--- src/logic/address_map_defs.vh ---
// Address map constants for the system address decoder.
// Assumes a 32-bit signed address space, byte addresses.
`ifndef ADDRESS_MAP_DEFS_VH
`define ADDRESS_MAP_DEFS_VH

`define LOWEST_ADDRESS        32'h80000000
`define HIGHEST_ADDRESS       32'h7fffffff
`define RAM_BYTES             32'h00001000
`define USER_MEMORY_BASE      32'h80000140
`define TRAP_AREA_BASE        32'h80000040
`define TRAP_STRUCT_BYTES     32'h00000010
`define TRAP_PRIORITY_BYTES   32'h00000080
`define CHAN_SERIAL_LINK_0_OUT        32'h80000000
`define CHAN_PAR_OUT          32'h80000008
`define CHAN_SERIAL_LINK_0_IN         32'h80000010
`define CHAN_DSP              32'h80000014
`define CHAN_PAR_IN           32'h80000018
`define BOOT_ENTRY_POINT      32'h7ffffffe
`define EXT_MEM_BASE          32'h80001000
`define USER_BANK3_BASE       32'h40000000
`define PERIPH_BASE           32'h20000000
`define PERIPH_LAST           32'h3fffffff
`define PERIPH_RESERVED_BASE  32'h2000e000
`define PERIPH_BLOCK_LSB      12
`define PERIPH_SLOT_LSB       13
`define BANK_SEL_MSB          31
`define BANK_SEL_LSB          30

// Peripheral select index, one-hot position
`define PSEL_INTC             0
`define PSEL_EMI_CTRL         1
`define PSEL_SERIAL0          2
`define PSEL_SERIAL1          3
`define PSEL_PIO              4
`define PSEL_PARPORT          5
`define PSEL_DSP              6
`define PSEL_COUNT            7

// Region codes
`define REG_RAM_SYSTEM        3'h0
`define REG_RAM_USER          3'h1
`define REG_EXT_MEM           3'h2
`define REG_PERIPH            3'h3
`define REG_PERIPH_RESERVED   3'h4

// Channel word codes
`define CHW_NONE              3'h0
`define CHW_SERIAL_LINK_0_OUT         3'h1
`define CHW_PAR_OUT           3'h2
`define CHW_SERIAL_LINK_0_IN          3'h3
`define CHW_DSP               3'h4
`define CHW_PAR_IN            3'h5
`define CHW_RESERVED          3'h6

`endif

--- src/logic/trap_slot_decoder.v ---
// Decodes an address in the trap area into priority, group and structure.
// Assumes caller qualifies the result with its own access strobe.
`timescale 1ns/1ps
`include "address_map_defs.vh"

module trap_slot_decoder
(
  input  wire [31:0] addr_in,
  output reg         hit_out,
  output reg         low_pri_out,
  output reg  [1:0]  group_out,
  output reg         trapped_out,
  output reg  [1:0]  word_out
);

  reg [31:0] offset;

  always @*
  begin
    offset      = addr_in - `TRAP_AREA_BASE;
    hit_out     = (addr_in >= `TRAP_AREA_BASE) && (addr_in < `USER_MEMORY_BASE) &&
                  (addr_in[31] == 1'b1);
    // Order: priority, then group, then handler before trapped process
    low_pri_out = offset[7];
    group_out   = offset[6:5];
    trapped_out = offset[4];
    word_out    = offset[3:2];
  end

endmodule

--- src/logic/system_address_map_decoder.v ---
// System address map decoder: steers core accesses to RAM, memory or peripherals.
// Assumes a single-cycle request strobe from the core; results are registered.
`timescale 1ns/1ps
`include "address_map_defs.vh"

module system_address_map_decoder
(
  input  wire        clk_sys_in,
  input  wire        sys_rst_in,
  input  wire        req_in,
  input  wire [31:0] addr_in,
  input  wire        device_op_in,
  input  wire        boot_rom_in,
  output reg         ram_sel_out,
  output reg  [11:0] ram_addr_out,
  output reg         ext_sel_out,
  output reg  [1:0]  bank_out,
  output reg  [6:0]  periph_sel_out,
  output reg  [11:0] periph_offset_out,
  output reg         periph_err_out,
  output reg  [2:0]  region_out,
  output reg  [2:0]  chan_word_out,
  output reg         trap_hit_out,
  output reg         trap_low_pri_out,
  output reg  [1:0]  trap_group_out,
  output reg         trap_trapped_out,
  output reg  [1:0]  trap_word_out,
  output reg         boot_wait_link_out,
  output reg  [31:0] boot_pc_out,
  output reg         boot_valid_out
);

  // ---------------------------------------------------------------------
  // Helper functions
  // ---------------------------------------------------------------------

  // Signed compare keeps the map continuous across ffffffff/00000000
  function in_range;
    input [31:0] a;
    input [31:0] lo;
    input [31:0] hi;
    begin
      in_range = ($signed(a) >= $signed(lo)) && ($signed(a) <= $signed(hi));
    end
  endfunction

  function [6:0] periph_onehot;
    input [31:0] a;
    reg   [2:0]  slot;
    begin
      slot          = a[15:13];
      periph_onehot = 7'h00;
      if (slot < 3'h7)
        periph_onehot[slot] = 1'b1;
    end
  endfunction

  function [2:0] chan_word;
    input [31:0] a;
    begin
      case (a)
        `CHAN_SERIAL_LINK_0_OUT: chan_word = `CHW_SERIAL_LINK_0_OUT;
        `CHAN_PAR_OUT:   chan_word = `CHW_PAR_OUT;
        `CHAN_SERIAL_LINK_0_IN:  chan_word = `CHW_SERIAL_LINK_0_IN;
        `CHAN_DSP:       chan_word = `CHW_DSP;
        `CHAN_PAR_IN:    chan_word = `CHW_PAR_IN;
        default:
          if (in_range(a, `LOWEST_ADDRESS, `TRAP_AREA_BASE - 32'h1))
            chan_word = `CHW_RESERVED;
          else
            chan_word = `CHW_NONE;
      endcase
    end
  endfunction

  // ---------------------------------------------------------------------
  // Trap area decode
  // ---------------------------------------------------------------------

  wire       trap_hit;
  wire       trap_low_pri;
  wire [1:0] trap_group;
  wire       trap_trapped;
  wire [1:0] trap_word;

  trap_slot_decoder u_trap_slot
  (
    .addr_in     (addr_in),
    .hit_out     (trap_hit),
    .low_pri_out (trap_low_pri),
    .group_out   (trap_group),
    .trapped_out (trap_trapped),
    .word_out    (trap_word)
  );

  // ---------------------------------------------------------------------
  // Combinational steering
  // ---------------------------------------------------------------------

  reg        nxt_ram_sel;
  reg        nxt_ext_sel;
  reg [6:0]  nxt_periph_sel;
  reg        nxt_periph_err;
  reg [2:0]  nxt_region;
  reg        is_ram;
  reg        is_periph_range;

  always @*
  begin
    is_ram          = in_range(addr_in, `LOWEST_ADDRESS,
                               `LOWEST_ADDRESS + `RAM_BYTES - 32'h1);
    is_periph_range = in_range(addr_in, `PERIPH_BASE, `PERIPH_LAST);
    nxt_ram_sel     = 1'b0;
    nxt_ext_sel     = 1'b0;
    nxt_periph_sel  = 7'h00;
    nxt_periph_err  = 1'b0;
    nxt_region      = `REG_EXT_MEM;
    if (req_in)
    begin
      if (device_op_in && is_periph_range)
      begin
        // Device ops to reserved peripheral blocks answer with an error, never memory
        if (addr_in >= `PERIPH_RESERVED_BASE)
        begin
          nxt_periph_err = 1'b1;
          nxt_region     = `REG_PERIPH_RESERVED;
        end
        else
        begin
          nxt_periph_sel = periph_onehot(addr_in);
          nxt_region     = `REG_PERIPH;
        end
      end
      else if (is_ram)
      begin
        nxt_ram_sel = 1'b1;
        nxt_region  = (addr_in < `USER_MEMORY_BASE) ? `REG_RAM_SYSTEM
                                                    : `REG_RAM_USER;
      end
      else
      begin
        // Plain loads/stores in peripheral range fall through here
        nxt_ext_sel = 1'b1;
        nxt_region  = `REG_EXT_MEM;
      end
    end
  end

  // ---------------------------------------------------------------------
  // Registered outputs
  // ---------------------------------------------------------------------

  reg boot_done_ff;

  always @(posedge clk_sys_in)
  begin
    if (sys_rst_in)
    begin
      ram_sel_out        <= 1'b0;
      ram_addr_out       <= 12'h000;
      ext_sel_out        <= 1'b0;
      bank_out           <= 2'h0;
      periph_sel_out     <= 7'h00;
      periph_offset_out  <= 12'h000;
      periph_err_out     <= 1'b0;
      region_out         <= `REG_EXT_MEM;
      chan_word_out      <= `CHW_NONE;
      trap_hit_out       <= 1'b0;
      trap_low_pri_out   <= 1'b0;
      trap_group_out     <= 2'h0;
      trap_trapped_out   <= 1'b0;
      trap_word_out      <= 2'h0;
      boot_wait_link_out <= 1'b0;
      boot_pc_out        <= 32'h00000000;
      boot_valid_out     <= 1'b0;
      boot_done_ff       <= 1'b0;
    end
    else
    begin
      ram_sel_out       <= nxt_ram_sel;
      ram_addr_out      <= addr_in[11:0];
      ext_sel_out       <= nxt_ext_sel;
      bank_out          <= addr_in[`BANK_SEL_MSB:`BANK_SEL_LSB];
      periph_sel_out    <= nxt_periph_sel;
      periph_offset_out <= addr_in[11:0];
      periph_err_out    <= nxt_periph_err;
      region_out        <= nxt_region;
      chan_word_out     <= req_in ? chan_word(addr_in) : `CHW_NONE;
      trap_hit_out      <= req_in & trap_hit;
      trap_low_pri_out  <= trap_low_pri;
      trap_group_out    <= trap_group;
      trap_trapped_out  <= trap_trapped;
      trap_word_out     <= trap_word;
      // Boot mode caught on first clock after reset release
      boot_valid_out    <= 1'b1;
      if (!boot_done_ff)
      begin
        boot_done_ff       <= 1'b1;
        boot_wait_link_out <= ~boot_rom_in;
        boot_pc_out        <= boot_rom_in ? `BOOT_ENTRY_POINT
                                          : `USER_MEMORY_BASE;
      end
    end
  end

endmodule

--- config.mk ---
export PLATFORM = sky130hd
export DESIGN_NAME = system_address_map_decoder
export DESIGN_NICKNAME = d
export VERILOG_FILES = /design/src/logic/trap_slot_decoder.v /design/src/logic/system_address_map_decoder.v
export VERILOG_INCLUDE_DIRS = /design/src /design/src/logic
export SDC_FILE = /design/constraint.sdc
export NUM_CORES = 1
export LEC_CHECK = 0
export BUFFER_PORTS_ARGS = -buffer_cell sky130_fd_sc_hd__buf_2
export CAP_MARGIN = 20
export CORE_MARGIN = 10
export CORE_UTILIZATION = 41
export CTS_CLUSTER_DIAMETER = 200
export CTS_CLUSTER_SIZE = 25
export DETAILED_ROUTE_END_ITERATION = 10
export GPL_TIMING_DRIVEN = 1
export PLACE_DENSITY_LB_ADDON = 0.3
export RECOVER_POWER = 100
export SYNTH_ARGS = -nofsm -noshare
export SYNTH_HDL_FRONTEND = slang
export SYNTH_SLANG_ARGS = --single-unit
--- constraint.sdc ---
create_clock -name clk_sys_in -period 1.7 [get_ports clk_sys_in]
set_input_delay 0.085 -clock clk_sys_in [delete_from_list [all_inputs] [get_ports clk_sys_in]]
set_output_delay 0.085 -clock clk_sys_in [all_outputs]
set_load 0.1 [all_outputs]
After elaboration in Yosys (flattened, before gate mapping)
Index checks and enable logic that the tools add are counted.
{"block": "word_totals", "inputBits": 37, "wordCells": 62, "memories": 0, "ram_bits": 0, "rom_bits": 0, "output_inout_bits": 83, "latch_bits": 0, "regBits": 71}
{"block": "classes", "div": 0, "n_reduce_logical": 11, "n_bitwise": 5, "magnitude_cmp": 11, "shifts": 0, "n_eq_ne": 5, "addsub": 1, "n_mux": 13, "mul": 0}
{"cell": "$eq 32x32->1 const B", "n": 5}
{"cell": "$ge 32x32->1 const B", "n": 2}
{"cell": "$le 32x32->1 const B", "n": 2}
{"cell": "$ge 32x30->1 const B", "n": 1}
{"cell": "$ge 32x31->1 const B", "n": 1}
{"cell": "$le 32x31->1 const B", "n": 1}
{"cell": "$lt 32x32->1 const B", "n": 1}
{"cell": "$mux 32", "n": 1}
{"cell": "$pmux 3 s5", "n": 1}
{"cell": "$mux 3", "n": 3}
{"cell": "$sub 8x7->8 const B", "n": 1}
{"cell": "$logic_and 1x1->1", "n": 7}
{"cell": "$mux 1", "n": 6}
{"cell": "$reduce_or 3->1", "n": 2}
{"cell": "$reduce_or 5->1", "n": 1}
{"cell": "$lt 3x4->1 const B", "n": 1}
{"cell": "$not 1->1", "n": 4}
{"cell": "$demux 1 s3", "n": 1}
{"cell": "$ge 3x1->1 const B", "n": 1}
{"cell": "$lt 3x3->1 const B", "n": 1}
{"cell": "$mux 2", "n": 1}
{"cell": "$reduce_or 2->1", "n": 1}
{"cell": "$and 1x1->1", "n": 1}

Longest topological paths before layout
Gate-level depths: netlist of run 1.
{"block": "logic_depth", "word_depth": 5, "depth_mapped": 7, "mapped_depth_nobuf": 7}

Hierarchy
A second synthesis of run 1 with hierarchy kept.
{"block": "unflattened", "hier_cells": 188, "area_unflattened_um2": 1778.0}
{"module": "system_address_map_decoder", "cells_each": 166, "n_inst": 1, "seq_area_each_um2": 800.8, "area_per_inst_um2": 1615.3}
{"module": "trap_slot_decoder", "cells_each": 22, "n_inst": 1, "seq_area_each_um2": 0.0, "area_per_inst_um2": 162.7}

Worst setup path after synthesis of run 1
No wires, ideal clock.
{"block": "synth_path", "kind": "flip-flop to output port", "from": "register boot_pc_out[30] (netlist name)", "to": "output port boot_pc_out[10]", "path_buffers": 1, "setup_slack_ns": -0.226, "required_time_ns": 1.615, "path_stages_with_launch": 2, "arrival_time_ns": 1.841, "cell_sequence": "dfxtp_1 -> buf_4"}
{"item": "end: declaration", "line": "system_address_map_decoder.v:29", "text": "output reg [31:0] boot_pc_out,"}

==> results of run 1 <==
## cells by family (layout without fill, tap and decap cells)
family	after synthesis	count (layout)	synth area share (%)
simple gates	73	73	27.71
buf+inv	55	133	22.33
flops	36	36	41.89
compound gates	13	13	4.655
fa+ha+maj	3	3	2.182
xor+xnor	2	2	1.018
other cells	1	1	0.2180
## per-layer routing
layer / GRT usage [%] / up-vias
li1: - / 728
met1: 11.73 / 603
met2: 19.15 / 78
met3: 9.565 / 4
met4: 4.042 / 0
met5: 0 / -
## worst max path at each step
stage	from	to	slack (ns)	cells past startpoint
floorplan	periph_offset_out[4]	periph_offset_out[4]	0.24	1
global placement	addr_in[19]	periph_sel_out[4]	0.17	6
detailed placement	addr_in[30]	chan_word_out[1]	0.15	6
CTS	boot_pc_out[30]	boot_pc_out[14]	0.27	1
global route	sys_rst_in	region_out[0]	0.12	6
finish	boot_pc_out[30]	boot_pc_out[14]	0.22	1
## cells in the final DEF (no fill, tap or decap), types with 2 or more instances in the layout
cell type / Yosys / layout
dfxtp_1: 36 / 35
nor3_1: 7 / 7
inv_1: 5 / 5
clkbuf_8: 0 / 5
nor4b_1: 3 / 4
buf_4: 47 / 2
nand3b_1: 3 / 3
clkbuf_1: 2 / 4
a21oi_1: 7 / 7
xor2_1: 2 / 2
nand2_1: 7 / 7
nor2b_1: 14 / 14
clkbuf_2: 1 / 82
buf_2: 0 / 33
nor3b_1: 1 / 2
and4_1: 2 / 2
ha_1: 3 / 3
nor4_1: 4 / 4
nand3_1: 3 / 4
nor2_1: 15 / 15
nand4_1: 3 / 3
nor4_2: 2 / 2
## stage by stage
stage                     utilization (%)  total power [mW]  area (um2)
final                               51.93             2.328        2092
after global routing                51.93             2.426        2092
after CTS                           52.42             2.354        2112
after detailed placement            50.25             1.793        2024
after global placement              50.25             1.791        2024
after floorplan                         -             1.710        1722
## area by class of cell
cell class,instances,area (um2),area share (%)
clock buffers,6,72.57,3.469
clock inverters,1,5.005,0.2392
inverters,5,18.77,0.8971
multi-input cells,92,599.3,28.65
flip-flops and latches,36,721.9,34.51
well taps,50,62.56,2.990
repair buffers,121,611.8,29.25
## state kept, by name, summed over array words and instances, names as in the netlist
name and flops:
region_out 2, periph_sel_out 7, boot_pc_out 3, boot_done_ff 1
bank_out 2, ram_sel_out 1, trap_low_pri_out 1, trap_group_out 1
trap_hit_out 1, chan_word_out 3, ext_sel_out 1, periph_offset_out 12
periph_err_out 1
## synthesized netlist by cell type (2+ instances only)
library cell	n	area, um2
nor4_2	2	25.02
nor4_1	4	25.02
nand3_1	3	15.01
and4_1	2	17.52
nor4b_1	3	26.28
a21oi_1	7	35.03
xor2_1	2	17.52
nor3_1	7	35.03
nor2_1	15	56.30
nand2_1	7	26.28
clkbuf_1	2	7.510
nand4_1	3	18.77
buf_4	47	352.8
nor2b_1	14	87.58
dfxtp_1	36	720.7
nand3b_1	3	22.52
inv_1	5	18.77
ha_1	3	37.54
## timing repair
item / CTS / global route
setup buffers: 0 / 0
resized for setup: 0 / 0
hold buffers: 1 / 0
hold endpoints to repair: 1 / 0
## power breakdown
group	leakage [nW]	switching, mW	internal [mW]
combinational	0.718	0.758	0.117
clock	0.0410	0.280	0.278
sequential	0.296	0.0214	0.873
==> flow_summary.yaml, run 1 <==
run_status:
  outcome: "finished, final reports clean"
cells_and_area:
  final_nets: 301
  drive_above_1_share_pct: 49.81
  area_delta_synth_final_pct: 21.60
  diodes: 0
  n_fill_cell: 395
  final_cells: 311
setup_path:
  worstRegToRegCells: 2
  critPathMaxFanout: 29
  slowest_delay_ns: 0.58
  ff2ff_setup_slack_ns: 0.84
  worst-setup-path-type: "reg2out"
  critical_path_arrival_ns: 1.40
  r2r_start: "boot_pc_out[30]"
  startpoint_type: "flop"
  path_cells: "clkbuf_2"
  cp_top_family: "flip-flops"
  cp_num_buf_inv: 1
  cp.required_ns: 1.62
  worstReg2RegEnd: "boot_pc_out[30]"
  crit_path_end_kind: "primary output"
  crit_slowest_cell: "dfxtp_2"
clocking:
  numClockSinks: 36
  htreeDepth: 2
  cts_buffers: 5
  insertion_delay_ns: 0.28
  clockBufferDepth: 2
  cts_tree: "yes"
  ctsRootBufferMaster: "clkbuf_8"
  cts.clk_slew.worst_paths_ns: 0.07
grt:
  grt_max_degree: 30
  grt_pass1_vias: 1473
  antenna_found_initial: 0
  grt_pass1_wl_mm: 7.100
  gr-total-overflow: 0
  gr-usage-all-layers_pct: 12.07
sta:
  rsz0062_at_grt: "false"
  setup_tns_ns: 0
  hold_viol: 0
  finalClockSkew_ns: 0.0005015
  fmax_mhz: 674.5
  whs_ns: 0.04589
  drv_slew: 0
  slew_headroom_pct: 39.40
  worst_pin_slew_ns: 0.9090
  setup_violations: 0
  period_needed_ns: 1.483
  final.setup.worst_slack_ns: 0.2174
  fin_crit_sh_pct: 87.21
floorplan:
  core_area_um2: 4029
  start_util_pct: 42.70
  dieArea_um2: 7187
  pin_count: 120
  die_w_um: 84.78
  die-height_um: 84.78
  rows: 23
yosys:
  yosys_register_bits: 36
  syn_avg_cell_area_um2: 9.401
  seq_area_frac_synth_pct: 41.89
  yosys_warnings: 0
  syn-cell-area_um2: 1720
  synth_edf_count: 0
  syn_inst: 183
  synth_flop_cell: "dfxtp_1"
  synth_nets: 223
  synth_cell_types: 36
  async_flop_share_pct: 0
drt:
  drtIter0Drc: 20
  detailedRoute.firstPassIterationCount: 4
  highest_layer: "met4"
  met2_length_mm: 2.017
  met1_length_mm: 1.729
  antenna_left: 0
  met3_wirelength_um: 743
  vias: 1413
  drc_errors: 0
  drt-total-wl_mm: 4.528
  wl_per_cell_um: 14.56
  vias_per_cell: 4.543
placed_design:
  gp_congestion: 0.7637
  portBuffers: 118
  dp_worst_setup_slack_ns: 0.1457
  dpl.hpwl_mm: 3.839
  dp_cells: 303
hold_path:
  worstHoldStart: "addr_in[11]"
  hold_depth: 2
  min_to: "periph_offset_out[11]"
  min_path_type: "in2reg"
power_and_ir_drop:
  p_leak_nw: 1.056
  p_per_area_nw_per_um2: 1113
  irDropWorstVdd_v: 0.0004757
flow_run:
  cap_viol_max_count: 0
No activity file was read; power rests on OpenSTA's default activity.
==> run 2, diff against run 1 <==
--- a/config.mk
+++ b/config.mk
@@ -18,4 +18,5 @@
 export RECOVER_POWER = 100
 export SYNTH_ARGS = -nofsm -noshare
 export SYNTH_HDL_FRONTEND = slang
+export SYNTH_HIERARCHICAL = 1
 export SYNTH_SLANG_ARGS = --single-unit
==> run 2 against run 1 <==
Net effect:
- global-route usage up 0.33 points
- area after synthesis up 3.3%
- register-to-register slack about the same
- cell count up 1.6%
- critical path depth up 4
==> flow_summary.yaml, run 2 <==
run_status:
  outcome: "finished, final reports clean"
floorplan:
  die-height_um: 85.85
  pin_count: 120
  core_area_um2: 4086
  die_w_um: 85.85
  dieArea_um2: 7370
  start_util_pct: 43.51
  rows: 23
sta:
  fmax_mhz: 660.4
  rsz0062_at_grt: "false"
  drv_slew: 0
  fin_crit_sh_pct: 89.07
  period_needed_ns: 1.514
  final.setup.worst_slack_ns: 0.1858
  finalClockSkew_ns: 0.003142
  setup_tns_ns: 0
  slew_headroom_pct: 31.27
  setup_violations: 0
  hold_viol: 0
  worst_pin_slew_ns: 1.031
cells_and_area:
  final_common_cell: "clkbuf_2"
  n_fill_cell: 388
  fin_area_um2: 2180
  multi_input_area_um2: 575.6
  largestRegisters: "periph_offset_out: 12 flops, periph_sel_out: 7 flops"
  area_delta_synth_final_pct: 22.59
  final_nets: 304
  layout_common_cells: "clkbuf_2 (82), dfxtp_1 (39), buf_2 (34), nor2b_1 (25), nor2_1 (13)"
  utilization_pct: 53.34
  largest_reg_flops: 12
  diodes: 0
  drive_above_1_share_pct: 49.25
  top_register: "periph_offset_out"
  ff_latch_area_um2: 802.0
clocking:
  cts.clk_slew.worst_paths_ns: 0.08
  cts_resized: 0
  clockBufferDepth: 2
  post_cts_buffers: 0
  postCtsHoldBufs: 0
  cts_buffers: 5
  ctsRootBufferMaster: "clkbuf_8"
  numClockSinks: 40
  cts_tree: "yes"
  htreeDepth: 2
  insertion_delay_ns: 0.29
placed_design:
  dp_worst_setup_slack_ns: 0.07373
  placed_area_um2: 2079
  dpl.hpwl_mm: 3.974
  portBuffers: 118
  gp_congestion: 0.7867
setup_path:
  slowest_delay_ns: 0.57
  worst-setup-path-type: "in2reg"
  cp_top_family: "simple AND/OR/NAND/NOR gates"
  path_cells: "clkbuf_1 > or4_1 > or2_0 > nor4_2 > and4_1"
  cp_num_buf_inv: 1
  critical_path_arrival_ns: 1.74
  cp.required_ns: 1.93
  critPathMaxFanout: 6
  crit_slowest_cell: "or4_1"
  crit_path_end_kind: "flop"
  startpoint_type: "input port"
yosys:
  synth_commonest_cells: "buf_4 (47), dfxtp_1 (40), nor2b_1 (25), nor2_1 (13), nor4_1 (8)"
  synth_flop_cell: "dfxtp_1"
  seq_area_frac_synth_pct: 45.04
  syn_inst: 188
  syn-cell-area_um2: 1778
  yosys.area.top_type: "dfxtp_1"
  synth_top_area_share_pct: 45.04
  async_flop_share_pct: 0
  synth_edf_count: 0
  syn_avg_cell_area_um2: 9.457
  synth_nets: 227
  synth_area_leaders: "dfxtp_1 (45%), buf_4 (20%), nor2b_1 (8.8%), nor4_1 (2.8%), nor2_1 (2.7%)"
  yosysMostFrequentCell: "buf_4"
  synth_cell_types: 32
  yosys_register_bits: 40
  yosys_warnings: 6
hold_path:
  min_path_type: "in2reg"
drt:
  antenna_left: 0
  vias: 1431
  wl_per_cell_um: 14.68
  drc_errors: 0
  drt-total-wl_mm: 4.638
  detailedRoute.firstPassIterationCount: 6
  drtIter0Drc: 31
  vias_per_cell: 4.528
power_and_ir_drop:
  irDropWorstVdd_v: 0.0004227
  seq_power_share_pct: 37.1
  p_per_area_nw_per_um2: 1227
  clockPowerShare_pct: 30.2
  p_leak_nw: 1.084
  sw_frac_of_total_pct: 41.45
  combPwrFrac_pct: 32.7
  p_int_mw: 1.566
  switching_power_mw: 1.108
grt:
  grt_pass1_wl_mm: 7.479
  grt_pass1_vias: 1495
  antenna_found_initial: 0
  gr-usage-all-layers_pct: 12.40
  grt_max_degree: 30
  gr-total-overflow: 0
flow_run:
  cap_viol_max_count: 0
-- run 2: metal layers --
layer / routed length [um] / global-route usage [%] / vias up
met5: 0 / 0 / -
met4: 41 / 3.593 / 0
li1: - / - / 736
met2: 1939 / 19.14 / 90
met3: 736 / 8.515 / 5
met1: 1921 / 13.42 / 600
-- run 2: cell families after synthesis --
logic type                 share of synthesized area (%)
AOI/OAI and AO/OA                                  4.293
adders and majority gates                          1.407
buffers and inverters                              21.75
DFF                                                45.04
other                                             0.2109
and+or+nand+nor                                    27.31
-- run 2: worst reg2reg max path: stages, from the launching register on --
cell     delay, ns
dfxtp_2       0.57
a21oi_1       0.12
nor2_1        0.09
-- run 2: stage by stage --
step	cells	total power [mW]	hold WS, ns
finish	316	2.674	0.03005
floorplan	188	1.807	0.1566
CTS	316	2.710	0.02543
detailed placement	308	1.897	0.3343
global route	316	2.780	0.02939
global placement	308	1.895	0.3250
-- run 2: power by group through the flow --
stage                     Sequential [mW]  Combinational [mW]  Clock, mW
after detailed placement             1.01               0.886          0
after floorplan                      1.26               0.550          0
after global routing                0.998               0.906      0.877
after CTS                           0.989               0.887      0.834
final                               0.991               0.875      0.808
after global placement               1.01               0.886          0
-- run 2: final cells by class --
type | instances | area share [%]
Timing Repair Buffer | 119 | 27.15
Clock inverter | 2 | 1.780
Multi-Input combinational cell | 92 | 26.41
Inverter | 7 | 1.206
Tap cell | 50 | 2.870
Sequential cell | 40 | 36.80
Clock buffer | 6 | 3.789
-- run 2: worst paths after layout --
check	depth (start not counted)	from	endpoint	slack [ns]
min	2	addr_in[1]	periph_offset_out[1]	0.03
max reg2reg	2	boot_pc_out[30]	boot_pc_out[30]	0.85
max	5	addr_in[28]	chan_word_out[2]	0.19
min reg2reg	2	boot_pc_out[8]	boot_pc_out[8]	0.46
==> run 3, diff against run 2 <==
--- a/config.mk
+++ b/config.mk
@@ -14,7 +14,7 @@
 export CTS_CLUSTER_SIZE = 25
 export DETAILED_ROUTE_END_ITERATION = 10
 export GPL_TIMING_DRIVEN = 1
-export PLACE_DENSITY_LB_ADDON = 0.3
+export PLACE_DENSITY = 0.78
 export RECOVER_POWER = 100
 export SYNTH_ARGS = -nofsm -noshare
 export SYNTH_HDL_FRONTEND = slang
==> run 3 against run 2 <==
Net effect:
- wire length increased by 5.4%
- global-route usage rose by 0.46 points
- largest cell class unchanged
- via count fell by 0.42%
- sequential share of layout area increased by 0.64 points
- worst hold slack better by 0.0027 ns
- power shrank 8.1%
- critical path depth unchanged
- clock skew decreased by 0.0011 ns
==> flow_summary.yaml, run 3 (synthesis gave the netlist of run 2 again) <==
drt:
  vias: 1425
  drtIter0Drc: 23
  vias_per_cell: 4.524
  wl_per_cell_um: 15.51
  drt-total-wl_mm: 4.887
  drc_errors: 0
  detailedRoute.firstPassIterationCount: 4
  antenna_left: 0
floorplan:
  core_area_um2: 4086
  start_util_pct: 43.51
  pin_count: 120
  rows: 23
  die-height_um: 85.85
  die_w_um: 85.85
  dieArea_um2: 7370
sta:
  fin_crit_sh_pct: 91.36
  worst_pin_slew_ns: 1.039
  drv_slew: 0
  whs_ns: 0.03271
  fmax_mhz: 643.8
  rsz0062_at_grt: "false"
  period_needed_ns: 1.553
  finalClockSkew_ns: 0.002077
  setup_violations: 0
  hold_viol: 0
  setup_tns_ns: 0
  slew_headroom_pct: 30.74
grt:
  gr-usage-all-layers_pct: 12.86
  grt_pass1_wl_mm: 7.728
  grt_max_degree: 30
  antenna_found_initial: 0
  gr-total-overflow: 0
  grt_pass1_vias: 1534
setup_path:
  critical_path_arrival_ns: 1.78
  crit_path_end_kind: "flop"
  critPathMaxFanout: 6
  slowest_delay_ns: 0.56
  crit_slowest_cell: "or4_1"
  setup.worst_path.start: "addr_in[28]"
  worst-setup-path-type: "in2reg"
  path_cells: "clkbuf_1 > or4_1 > or2_4 > nor4_2 > and4_1"
  cp.required_ns: 1.93
  startpoint_type: "input port"
  r2r_start: "boot_pc_out[30]"
clocking:
  numClockSinks: 40
  cts_buffers: 5
  post_cts_buffers: 0
  cts_tree: "yes"
  ctsRootBufferMaster: "clkbuf_8"
  clockBufferDepth: 2
  postCtsHoldBufs: 0
  cts.clk_slew.worst_paths_ns: 0.08
  cts_resized: 0
  htreeDepth: 2
  insertion_delay_ns: 0.28
hold_path:
  worstHoldStart: "addr_in[1]"
  min_path_type: "in2reg"
cells_and_area:
  area_delta_synth_final_pct: 20.48
  largest_reg_flops: 12
  utilization_pct: 52.42
  n_fill_cell: 400
  largestRegisters: "periph_offset_out: 12 flops, periph_sel_out: 7 flops"
  top_register: "periph_offset_out"
  drive_above_1_share_pct: 49.43
  diodes: 0
  layout_common_cells: "clkbuf_2 (82), dfxtp_1 (39), buf_2 (34), nor2b_1 (25), nor2_1 (13)"
  final_nets: 304
  final_common_cell: "clkbuf_2"
placed_design:
  dpl.hpwl_mm: 4.086
  portBuffers: 118
  gp_congestion: 0.8915
power_and_ir_drop:
  p_leak_nw: 1.064
  irDropWorstVdd_v: 0.0004586
  p_per_area_nw_per_um2: 1147
flow_run:
  cap_viol_max_count: 0
run_status:
  outcome: "finished, final reports clean"
## run 3: worst paths after layout
kind	end	slack, ns	depth (start not counted)
max	chan_word_out[2]	0.15	5
min	periph_offset_out[1]	0.03	2
max reg2reg	boot_pc_out[30]	0.86	2
min reg2reg	boot_pc_out[8]	0.47	2
## run 3: routing by layer
metal	up-vias	wire [um]	share of wire, %	GRT usage, %
met4	0	91	1.9	4.641
met3	7	616	13	7.190
met5	-	0	0	0
li1	729	-	-	-
met1	608	1969	40	13.30
met2	81	2210	45	21.39
## run 3: metrics by stage
| stage | area (um2) | std cells | total power, mW | setup WS [ns] |
|---|---|---|---|---|
| detailed placement | 2079 | 308 | 1.898 | 0.05725 |
| floorplan | 1779 | 188 | 1.807 | 0.2413 |
| global route | 2142 | 315 | 2.558 | 0.05364 |
| CTS | 2161 | 315 | 2.492 | 0.2842 |
| finish | 2142 | 315 | 2.458 | 0.1468 |
| global placement | 2079 | 308 | 1.892 | 0.09397 |
## run 3: critical path, delay by kind of cell
family	cells	cell delay (ns)
simple gates	4	1.60
buf+inv	1	0.10
## run 3: where the power goes
group | switching (mW) | internal (mW) | leakage [nW] | total (mW)
logic | 0.762 | 0.116 | 0.694 | 0.878
registers | 0.0210 | 0.971 | 0.330 | 0.992
clock network | 0.311 | 0.278 | 0.0400 | 0.588
total | 1.09 | 1.36 | 1.06 | 2.46
## run 3: final cells by class
cell class	count	area, um2	area share, %
inverter	7	26.28	1.227
multi-input combinational	92	578.1	26.99
tap	50	62.56	2.921
clock buffer	5	68.82	3.213
clock inverter	2	12.51	0.5841
timing repair buffer	119	591.8	27.63
sequential	40	802.0	37.44
